$ cat src/rtl/kpi_pkg.sv
// Constants and types of the key pin interrupt block
`default_nettype none
package kpi_pkg;
    localparam int         NPINS     = 8;
    localparam int         AW        = 12;
    // Register indices; byte address is four times the index
    localparam logic [9:0] IDX_SC    = 10'h07c;
    localparam logic [9:0] IDX_PE    = 10'h07d;
    localparam logic [9:0] IDX_ES    = 10'h07e;
    localparam logic [9:0] IDX_PSTS  = 10'h07f;
    localparam logic [9:0] IDX_PMSK  = 10'h080;
    // Field positions of key_status_control
    localparam int         BIT_MODE  = 0;
    localparam int         BIT_IE    = 1;
    localparam int         BIT_ACK   = 2;
    localparam int         BIT_FLAG  = 3;
    // Reset values
    localparam logic [7:0] RST_SC    = 8'h00;
    localparam logic [7:0] RST_PE    = 8'h00;
    localparam logic [7:0] RST_ES    = 8'h00;
    localparam logic [7:0] RST_PMSK  = 8'h00;
    typedef enum logic [1:0] {
        KPI_LOCKED = 2'b01,
        KPI_ARMED  = 2'b10
    } kpi_arm_e;
endpackage
`default_nettype wire

$ cat src/rtl/kpi_top.sv
// Key pin interrupt unit: registers, event flag, interrupt and wake
// Notes on behaviour
// - up to eight key inputs, each enabled alone, one shared interrupt.
// - falling polarity: high one cycle then low the next is an edge.
// - rising polarity: low one cycle then high the next is an edge.
// - after an edge, all enabled pins must deassert before another edge.
// - mode bit 0 selects edges only or edges plus levels.
// - polarity bit per pin: 0 falling/low, 1 rising/high.
// - pin enable 0 ignores the pin, 1 lets it take part.
// - a valid edge or level sets read-only flag bit 3.
// - interrupt request while flag set and enable bit 1 set.
// - writing 1 to acknowledge bit 2 clears the flag; it stores nothing.
// - in level mode the flag stays set while any enabled pin asserted.
// - bits 7 to 4 of status/control read as zero.
// - detection continues in low power; enabled event wakes when enabled.
`default_nettype none
module kpi_top #(
    parameter int NPINS = kpi_pkg::NPINS
) (
    input  wire logic                   pclk,          // Bus clock, 50 MHz
    input  wire logic                   presetn,       // Async reset, active low
    input  wire logic                   psel,          // APB select
    input  wire logic                   penable,       // APB access phase
    input  wire logic                   pwrite,        // APB direction
    input  wire logic [kpi_pkg::AW-1:0] paddr,         // APB byte address
    input  wire logic [31:0]            pwdata,        // APB write data
    output logic      [31:0]            prdata,        // APB read data
    output logic                        pready,        // APB ready
    output logic                        pslverr,       // APB error
    input  wire logic [NPINS-1:0]       key_input_pin, // Raw key pins
    output logic                        irq_o,         // Interrupt, active high
    output logic                        wake_o         // Wake request
);
    logic [9:0]       idx;
    logic             wr;
    logic [7:0]       wdata;
    logic [7:0]       rdata;
    logic [NPINS-1:0] lvl_v;
    logic [NPINS-1:0] edge_v;
    logic             armed_v;

    logic             mode_q;
    logic             ie_q;
    logic             flag_q;
    logic [NPINS-1:0] pe_q;
    logic [NPINS-1:0] es_q;
    logic [NPINS-1:0] psts_q;
    logic [NPINS-1:0] pmsk_q;
    logic             irq_q;
    logic             wake_q;

    logic             wr_sc;
    logic             ack_w;
    logic [NPINS-1:0] pin_ev;
    logic             ev_any;
    logic             any_lvl;

    kpi_apb_slave u_apb (
        .pclk    (pclk),
        .presetn (presetn),
        .psel    (psel),
        .penable (penable),
        .pwrite  (pwrite),
        .paddr   (paddr),
        .pwdata  (pwdata),
        .rdata_i (rdata),
        .prdata  (prdata),
        .pready  (pready),
        .pslverr (pslverr),
        .idx_o   (idx),
        .wr_o    (wr),
        .wdata_o (wdata)
    );

    kpi_detect #(
        .NPINS (NPINS)
    ) u_det (
        .pclk    (pclk),
        .presetn (presetn),
        .pin_i   (key_input_pin),
        .en_i    (pe_q),
        .pol_i   (es_q),
        .lvl_o   (lvl_v),
        .edge_o  (edge_v),
        .armed_o (armed_v)
    );

    assign wr_sc   = wr && (idx == kpi_pkg::IDX_SC);
    assign ack_w   = wr_sc && wdata[kpi_pkg::BIT_ACK];
    assign any_lvl = (lvl_v != '0);

    // levels count only in level mode
    assign pin_ev = (armed_v ? edge_v : '0) | (mode_q ? lvl_v : '0);
    assign ev_any = (pin_ev != '0);

    always_ff @(posedge pclk or negedge presetn) begin
        if (!presetn) begin
            mode_q <= kpi_pkg::RST_SC[kpi_pkg::BIT_MODE];
            ie_q   <= kpi_pkg::RST_SC[kpi_pkg::BIT_IE];
        end else if (wr_sc) begin
            mode_q <= wdata[kpi_pkg::BIT_MODE];
            ie_q   <= wdata[kpi_pkg::BIT_IE];
        end
    end

    always_ff @(posedge pclk or negedge presetn) begin
        if (!presetn) begin
            pe_q <= kpi_pkg::RST_PE[NPINS-1:0];
        end else if (wr && (idx == kpi_pkg::IDX_PE)) begin
            pe_q <= wdata[NPINS-1:0];
        end
    end

    always_ff @(posedge pclk or negedge presetn) begin
        if (!presetn) begin
            es_q <= kpi_pkg::RST_ES[NPINS-1:0];
        end else if (wr && (idx == kpi_pkg::IDX_ES)) begin
            es_q <= wdata[NPINS-1:0];
        end
    end

    always_ff @(posedge pclk or negedge presetn) begin
        if (!presetn) begin
            pmsk_q <= kpi_pkg::RST_PMSK[NPINS-1:0];
        end else if (wr && (idx == kpi_pkg::IDX_PMSK)) begin
            pmsk_q <= wdata[NPINS-1:0];
        end
    end

    always_ff @(posedge pclk or negedge presetn) begin
        if (!presetn) begin
            flag_q <= 1'b0;
        end else if (ev_any) begin
            flag_q <= 1'b1;
        end else if (ack_w && !(mode_q && any_lvl)) begin
            flag_q <= 1'b0;
        end
    end

    // Per-pin sticky capture, write one to clear, set wins
    always_ff @(posedge pclk or negedge presetn) begin
        if (!presetn) begin
            psts_q <= '0;
        end else if (wr && (idx == kpi_pkg::IDX_PSTS)) begin
            psts_q <= (psts_q & ~wdata[NPINS-1:0]) | pin_ev;
        end else begin
            psts_q <= psts_q | pin_ev;
        end
    end

    always_ff @(posedge pclk or negedge presetn) begin
        if (!presetn) begin
            irq_q <= 1'b0;
        end else begin
            irq_q <= (flag_q && ie_q) || ((psts_q & pmsk_q) != '0);
        end
    end

    always_ff @(posedge pclk or negedge presetn) begin
        if (!presetn) begin
            wake_q <= 1'b0;
        end else begin
            wake_q <= ie_q && (flag_q || ev_any);
        end
    end

    assign irq_o  = irq_q;
    assign wake_o = wake_q;

    always_comb begin
        rdata = 8'h00;
        if (idx == kpi_pkg::IDX_SC) begin
            rdata[kpi_pkg::BIT_MODE] = mode_q;
            rdata[kpi_pkg::BIT_IE]   = ie_q;
            rdata[kpi_pkg::BIT_FLAG] = flag_q;
        end else if (idx == kpi_pkg::IDX_PE) begin
            rdata = 8'(pe_q);
        end else if (idx == kpi_pkg::IDX_ES) begin
            rdata = 8'(es_q);
        end else if (idx == kpi_pkg::IDX_PSTS) begin
            rdata = 8'(psts_q);
        end else if (idx == kpi_pkg::IDX_PMSK) begin
            rdata = 8'(pmsk_q);
        end
    end
endmodule
`default_nettype wire

$ cat src/rtl/kpi_detect.sv
// Pin synchroniser, polarity qualification and rearm lockout
`default_nettype none
module kpi_detect #(
    parameter int NPINS = kpi_pkg::NPINS
) (
    input  wire logic             pclk,    // Bus clock
    input  wire logic             presetn, // Async reset, active low
    input  wire logic [NPINS-1:0] pin_i,   // Raw key input pins
    input  wire logic [NPINS-1:0] en_i,    // Per-pin enable
    input  wire logic [NPINS-1:0] pol_i,   // Per-pin polarity, 1 = rising/high
    output logic      [NPINS-1:0] lvl_o,   // Enabled pin at asserted level
    output logic      [NPINS-1:0] edge_o,  // Enabled pin just became asserted
    output logic                  armed_o  // Edge detection armed
);
    logic [NPINS-1:0]  meta_q;
    logic [NPINS-1:0]  sync_q;
    logic [NPINS-1:0]  prev_q;
    logic [NPINS-1:0]  act;
    logic [NPINS-1:0]  act_prev;
    kpi_pkg::kpi_arm_e arm_q;

    always_ff @(posedge pclk or negedge presetn) begin
        if (!presetn) begin
            meta_q <= '0;
            sync_q <= '0;
            prev_q <= '0;
        end else begin
            meta_q <= pin_i;
            sync_q <= meta_q;
            prev_q <= sync_q;
        end
    end

    genvar g;
    for (g = 0; g < NPINS; g++) begin : g_pin
        assign act[g]      = pol_i[g] ? sync_q[g] : ~sync_q[g];
        assign act_prev[g] = pol_i[g] ? prev_q[g] : ~prev_q[g];
    end

    assign lvl_o   = en_i & act;
    assign edge_o  = en_i & act & ~act_prev;
    assign armed_o = (arm_q == kpi_pkg::KPI_ARMED);

    always_ff @(posedge pclk or negedge presetn) begin
        if (!presetn) begin
            arm_q <= kpi_pkg::KPI_LOCKED;
        end else begin
            case (arm_q)
                kpi_pkg::KPI_LOCKED: begin
                    if (lvl_o == '0) begin
                        arm_q <= kpi_pkg::KPI_ARMED;
                    end
                end
                kpi_pkg::KPI_ARMED: begin
                    if (edge_o != '0) begin
                        arm_q <= kpi_pkg::KPI_LOCKED;
                    end
                end
                default: begin
                    arm_q <= kpi_pkg::KPI_LOCKED;
                end
            endcase
        end
    end
endmodule
`default_nettype wire

$ cat src/rtl/kpi_apb_slave.sv
// APB slave front end with address decode and read capture
`default_nettype none
module kpi_apb_slave (
    input  wire logic                   pclk,    // Bus clock
    input  wire logic                   presetn, // Async reset, active low
    input  wire logic                   psel,    // APB select
    input  wire logic                   penable, // APB access phase
    input  wire logic                   pwrite,  // APB direction
    input  wire logic [kpi_pkg::AW-1:0] paddr,   // APB byte address
    input  wire logic [31:0]            pwdata,  // APB write data
    input  wire logic [7:0]             rdata_i, // Register read value
    output logic      [31:0]            prdata,  // APB read data
    output logic                        pready,  // APB ready
    output logic                        pslverr, // APB error
    output logic      [9:0]             idx_o,   // Register index
    output logic                        wr_o,    // Write strobe
    output logic      [7:0]             wdata_o  // Write byte
);
    logic mapped;

    assign idx_o   = paddr[kpi_pkg::AW-1:2];
    assign wdata_o = pwdata[7:0];

    always_comb begin
        mapped = 1'b0;
        if (paddr[1:0] != 2'b00) begin
            mapped = 1'b0;
        end else if (idx_o == kpi_pkg::IDX_SC) begin
            mapped = 1'b1;
        end else if (idx_o == kpi_pkg::IDX_PE) begin
            mapped = 1'b1;
        end else if (idx_o == kpi_pkg::IDX_ES) begin
            mapped = 1'b1;
        end else if (idx_o == kpi_pkg::IDX_PSTS) begin
            mapped = 1'b1;
        end else if (idx_o == kpi_pkg::IDX_PMSK) begin
            mapped = 1'b1;
        end
    end

    // Zero wait states: every access completes in its first access cycle
    assign pready  = 1'b1;
    assign pslverr = psel & penable & ~mapped;
    assign wr_o    = psel & penable & pwrite & mapped;

    // Read data is captured in the setup cycle
    always_ff @(posedge pclk or negedge presetn) begin
        if (!presetn) begin
            prdata <= 32'h0000_0000;
        end else if (psel && !penable && !pwrite) begin
            prdata <= mapped ? {24'h00_0000, rdata_i} : 32'h0000_0000;
        end
    end
endmodule
`default_nettype wire

$ cat config.mk
export PLATFORM = sky130hd
export DESIGN_NAME = kpi_top
export DESIGN_NICKNAME = d
export VERILOG_FILES = /design/src/rtl/kpi_pkg.sv /design/src/rtl/kpi_top.sv /design/src/rtl/kpi_detect.sv /design/src/rtl/kpi_apb_slave.sv
export SDC_FILE = /design/constraint.sdc
export NUM_CORES = 1
export LEC_CHECK = 0
export BUFFER_PORTS_ARGS = -buffer_cell sky130_fd_sc_hd__buf_2
export CAP_MARGIN = 30
export CORE_ASPECT_RATIO = 1.4
export CORE_MARGIN = 3
export CORE_UTILIZATION = 45
export DETAILED_ROUTE_END_ITERATION = 6
export PLACE_DENSITY = 0.7
export REMOVE_ABC_BUFFERS = 1
export SLEW_MARGIN = 20
export SYNTH_ARGS = -nofsm -noshare
export SYNTH_HDL_FRONTEND = slang
export SYNTH_SLANG_ARGS = --single-unit
export TNS_END_PERCENT = 10
$ cat constraint.sdc
create_clock -name pclk -period 5.94 [get_ports pclk]
set_clock_uncertainty 0.1 [all_clocks]
set_input_delay 0.297 -clock pclk [delete_from_list [all_inputs] [get_ports pclk]]
set_output_delay 0.297 -clock pclk [all_outputs]
set_load 0.01 [all_outputs]
After elaboration in Yosys (flattened, before gate mapping)
Cells that the tools add are included.
Widths: inputs -> output; s select.
- bits of input ports: 57
- flip-flop bits (word level): 95
- output and inout port bits: 36
- logic and storage cells: 117
- equal/unequal tests: 9
- bitwise gates (word level): 30
- reduce and logical (&&, ||, !) cells: 25
- multiplexer cells: 39
- operator list (cell ; count):
    $mux 8 ; 8
    $eq 10x7->1 const B ; 4
    $and 8x8->8 ; 4
    $reduce_bool 8->1 ; 4
    $mux 1 ; 26
    $or 8x8->8 ; 3
    $not 1->1 ; 17
    $not 8->8 ; 2
    $logic_and 1x1->1 ; 12
    $eq 10x8->1 const B ; 1
    $logic_not 8->1 ; 1
    $mux 2 ; 3
    $and 1x1->1 ; 4
    $mux 4 ; 1
    $ne 2x1->1 const B ; 2
    $pmux 2 s2 ; 1
    $reduce_bool 2->1 ; 2
    $logic_not 1->1 ; 3
    $eq 2x1->1 const B ; 1
    $eq 2x2->1 const B ; 1
    $logic_or 1x1->1 ; 2
    $reduce_and 2->1 ; 1

Logic depth before layout (Yosys ltp)
- depth in word-level cells: 13
- depth in mapped cells: 7
- mapped depth without buffers: 6

Modules after synthesis
From an unflattened synthesis, not the netlist that was laid out.
- cells, all modules: 330
- area, all modules: 3757.4 µm²
- by module, submodules not included (module ; instances ; cells an instance ; sequential area each (µm²) ; area each (µm²)):
    kpi_top ; 1 ; 163 ; 925.9 ; 1988.2
    kpi_detect ; 1 ; 77 ; 651.9 ; 1007.2
    kpi_apb_slave ; 1 ; 90 ; 200.2 ; 762.0

Least setup slack after synthesis
No wires, ideal clock.
- kind: register -> register
- start point: reg u_det.arm_q[0]
- end point: reg wake_q, in the netlist wake_o
- cell stages (with the launch flop): 7
- slack: 4.081 ns
- arrival: 1.640 ns
- library setup time: 0.119 ns
- clock period less this slack: 1.859 ns
- data required time: 5.721 ns
- path through: dfstp_2 -> nor2b_1 -> clkbuf_1 -> a31o_1 -> a2111oi_1 -> nand3_1 -> o21a_1
- word-level cells in the longest chain between the ends: 6
- ends and longest elaborated chain (item ; line ; text):
    start, declared ; kpi_detect.sv:20 ; kpi_pkg::kpi_arm_e arm_q;
    start signal, assigned ; kpi_detect.sv:46 ; arm_q <= kpi_pkg::KPI_LOCKED;
    start signal, assigned ; kpi_detect.sv:51 ; arm_q <= kpi_pkg::KPI_ARMED;
    start signal, assigned ; kpi_detect.sv:56 ; arm_q <= kpi_pkg::KPI_LOCKED;
    $eq 2x2->1 ; kpi_detect.sv:42 ; assign armed_o = (arm_q == kpi_pkg::KPI_ARMED);
    $mux 8 ; kpi_top.sv:93 ; assign pin_ev = (armed_v ? edge_v : '0) | (mode_q ? lvl_v : '0);
    $or 8x8->8 ; kpi_top.sv:93 ;
    $reduce_bool 8->1 ; kpi_top.sv:94 ; assign ev_any = (pin_ev != '0);
    $logic_or 1x1->1 ; kpi_top.sv:163 ; wake_q <= ie_q && (flag_q || ev_any);
    $logic_and 1x1->1 ; kpi_top.sv:163 ;
    end signal, assigned ; kpi_top.sv:163 ;
    end, declared ; kpi_top.sv:50 ; logic wake_q;
Every way passes these cells.
A chain may end at the register's enable or synchronous reset.

Final worst setup path
- start point: in paddr[3] (netlist bit)
- end point: reg pmsk_q[2]
- word-level cells in the longest chain between the ends: 9
- elaborated cells between the ends (all ways): 13
- classes of those cells: eq/ne (5); mux (6); bitwise (1); reduce/logical (1)
- ends and longest elaborated chain (item ; line ; text):
    start, declared ; kpi_top.sv:25 ; input wire logic [kpi_pkg::AW-1:0] paddr,
    $eq 10x8->1 ; kpi_top.sv:125, kpi_apb_slave.sv:36 ;
    $mux 1 ; kpi_apb_slave.sv:36 ; end else if (idx_o == kpi_pkg::IDX_PMSK) begin
    $mux 1 ; kpi_apb_slave.sv:34 ; end else if (idx_o == kpi_pkg::IDX_PSTS) begin
    $mux 1 ; kpi_apb_slave.sv:32 ; end else if (idx_o == kpi_pkg::IDX_ES) begin
    $mux 1 ; kpi_apb_slave.sv:30 ; end else if (idx_o == kpi_pkg::IDX_PE) begin
    $mux 1 ; kpi_apb_slave.sv:28 ; end else if (idx_o == kpi_pkg::IDX_SC) begin
    $mux 1 ; kpi_apb_slave.sv:26 ; if (paddr[1:0] != 2'b00) begin
    $and 1x1->1 ; kpi_apb_slave.sv:44 ; assign wr_o = psel & penable & pwrite & mapped;
    $logic_and 1x1->1 * ; kpi_top.sv:125 ; end else if (wr && (idx == kpi_pkg::IDX_PMSK)) begin
    end signal, assigned ; kpi_top.sv:124 ; pmsk_q <= kpi_pkg::RST_PMSK[NPINS-1:0];
    end signal, assigned ; kpi_top.sv:126 ; pmsk_q <= wdata[NPINS-1:0];
    end, declared ; kpi_top.sv:48 ; logic [NPINS-1:0] pmsk_q;
Mark *: on every way between the ends. The rest lies on a longest branch, timed or not.

==> flow_summary.toml <==
[placed_design]
port_buffers = 43
dp_hpwl_um = 5120
gp_congestion = 0.866

[critical_path]
rrSetupSlack_ns = 3.67
worstSetupStartpointType = "input pin"
cp_max_fo = 20
cp.required_ns = 6.07
end_kind = "flip-flop"
critical_path_class = "input pin to flip-flop"
arrival_ns = 2.45

[yosys]
syn_area_um2 = 3500
syn-instance-count = 322
ys_async_sr_fraction_pct = 100
synth_top_area_cell = "dfrtp_1"
synthTopCellsByArea = "dfrtp_1 (50%), mux2_2 (8.7%), buf_4 (5.4%)"
synth_edf_count = 0
syn_avg_cell_area_um2 = 10.9
synth_top_area_share_pct = 50.1
synth-main-ff-cell = "dfrtp_1"
ys_warn_count = 0
synth_cell_types = 53
seq_area_frac_synth_pct = 50.8
synth.ff_latch_count = 71

[cts]
cts_tree = "done"
cts_setup_buffers = 0
htree_levels = 3
cts_buffers = 9
max-clock-path-buffers = 2
ctsResizeCount = 0
cts-root-buf = "clkbuf_8"
clk_pin_slew_ns = 0.07
clk_latency_ns = 0.34
cts_sinks = 71

[pwr]
clkPwrFrac_pct = 36.8
sw_frac_of_total_pct = 24.6
pwr-share-seq_pct = 53.6
power_w = 0.000963
vdd_drop_max_v = 0.000123
intPower_w = 0.000725
switchingPower_w = 0.000237
combinationalPowerShare_pct = 9.6
cellPowerDensity_nw_per_um2 = 241
power.leakage_nw = 1.88

[drt]
via_count = 2564
vias_per_cell = 5.38
firstDrtPassIters = 5
drc = 0
first_iter_violations = 250
drtAntennaViolNets = 0
routedWlPerCell_um = 15.3
routed_wl_um = 7300

[job]
maxCapViolCount = 0

[global_routing]
grt_first_pass_wirelength_um = 12000
grt_use_total_pct = 18.1
grt_max_degree = 72
antenna_found_initial = 0
first_global_vias = 2437
grt_overflow_total = 0

[sta]
hold_viol = 0
holdWs_ns = 0.132
fin_crit_ns = 2.32
final-setup-viol-count = 0
rsz0062_at_grt = "false"
setup_tns_ns = 0
tightestPinTransition_ns = 0.860
max_freq_mhz = 431
slew_violations = 0
relSlewSlack_pct = 42.5
post-route-period-util_pct = 39.1

[hold_path]
hp-class = "input pin to flip-flop"

[layout]
final_cell_mix = "dfrtp_1 (70), buf_2 (43), nand2_1 (35)"
drive_gt1_share_pct = 25.0
antenna_cells = 0
final_common_cell = "dfrtp_1"
fin_nets = 432
syn_to_final_growth_pct = 14.3

[floorplan]
core-area_um2 = 7450
die_area_um2 = 8880
die_h_um = 110
start_util_pct = 46.9
io_pins = 93
std_cell_rows = 37
die_width_um = 80.5

[status]
status = "complete, no violations"
[metal layers]
| metal | global-route usage [%] | vias to the layer above | wire length, um |
|---|---|---|---|
| met3 | 4.47 | 12 | 465 |
| met5 | 0 | - | 0 |
| li1 | - | 1230 | - |
| met2 | 29.0 | 96 | 3630 |
| met4 | 9.54 | 0 | 134 |
| met1 | 22.5 | 1226 | 3070 |
[flip-flops by register name (all words and copies together), names as in the netlist]
register,cells
es_q,8
pe_q,8
pmsk_q,8
psts_q,8
u_apb.prdata,8
u_det.meta_q,8
u_det.prev_q,8
u_det.sync_q,8
u_det.arm_q,2
flag_q,1
ie_q,1
irq_o,1
mode_q,1
wake_o,1
[logic make-up (layout without fill, tap and decap cells)]
logic type      after synthesis  in the layout  synth area share [%]
buf+inv                      42             77                  7.30
other cells                   2             25                 0.215
mux                          28             28                  9.02
simple gates                 89             89                  14.2
compound gates               82             82                  16.5
xor+xnor                      8              8                  2.00
flops                        71             71                  50.8
[worst max-delay path, cell delays in order]
cell and delay [ns]:
buf_2 0.24, nor2_1 0.25, and4_1 0.53, nor2b_1 0.70, mux2_2 0.41
[synth_stat cells, types with 2 or more instances]
library cell / number
conb_1: 2
o22ai_1: 6
a21oi_1: 13
nor2_1: 15
and3_1: 2
nand3_1: 3
xor2_1: 2
a21o_1: 4
a221oi_1: 7
buf_2: 3
dfrtp_1: 70
mux2_2: 27
nand2_1: 35
o41ai_1: 2
or2b_1: 2
o21ai_0: 20
clkbuf_1: 7
o21a_1: 2
nand4b_1: 2
nor3_1: 2
nand2b_1: 9
o2111ai_1: 2
o2bb2ai_1: 3
buf_4: 25
a22oi_1: 5
and3b_1: 2
a222oi_1: 2
a211oi_1: 3
nand4_2: 2
inv_1: 6
nor2b_1: 3
xnor2_1: 6
o31ai_1: 3
a22o_1: 3
nor3b_1: 4
[layout make-up]
cell class	instances	area (um2)
flip-flops and latches	71	1780
clock inverters	1	5.00
multi-input cells	232	1550
clock buffers	15	176
fillers	703	3460
repair buffers	54	340
well taps	97	121
inverters	7	26.3
[per-stage QoR]
step	cells	utilization (%)	setup WS [ns]	instance area, um2
after CTS	475	53.1	3.63	3960
final	477	53.6	3.62	4000
after floorplan	310	-	3.94	3350
after global routing	477	53.6	3.44	4000
after detailed placement	451	49.6	3.28	3700
after global placement	451	49.6	3.30	3700
[path summary, 6_finish.rpt]
kind	startpoint	end	cells after the start
max reg2reg	u_det.arm_q[1]	wake_o	6
min	pwdata[5]	pe_q[5]	2
max	paddr[3]	pmsk_q[2]	5
max in group asynchronous	presetn	u_det.arm_q[0]	4
min in group asynchronous	presetn	u_det.prev_q[5]	3
min reg2reg	u_det.meta_q[6]	u_det.sync_q[6]	0
[timing repair]
item | 4_1_cts | 5_1_grt
setup endpoints to repair | 0 | 0
endpoints found under the hold margin | 8 | 19
hold buffers | 8 | 1
[power by group through the flow]
stage / registers [W] / logic, W / clock network [W]
global route: 0.000519 / 0.000105 / 0.000392
global placement: 0.000525 / 0.0000840 / 0
floorplan: 0.000522 / 0.0000483 / 0
detailed placement: 0.000525 / 0.0000858 / 0
CTS: 0.000516 / 0.0000902 / 0.000362
finish: 0.000516 / 0.0000920 / 0.000355
(Power assumes the default switching activity.)
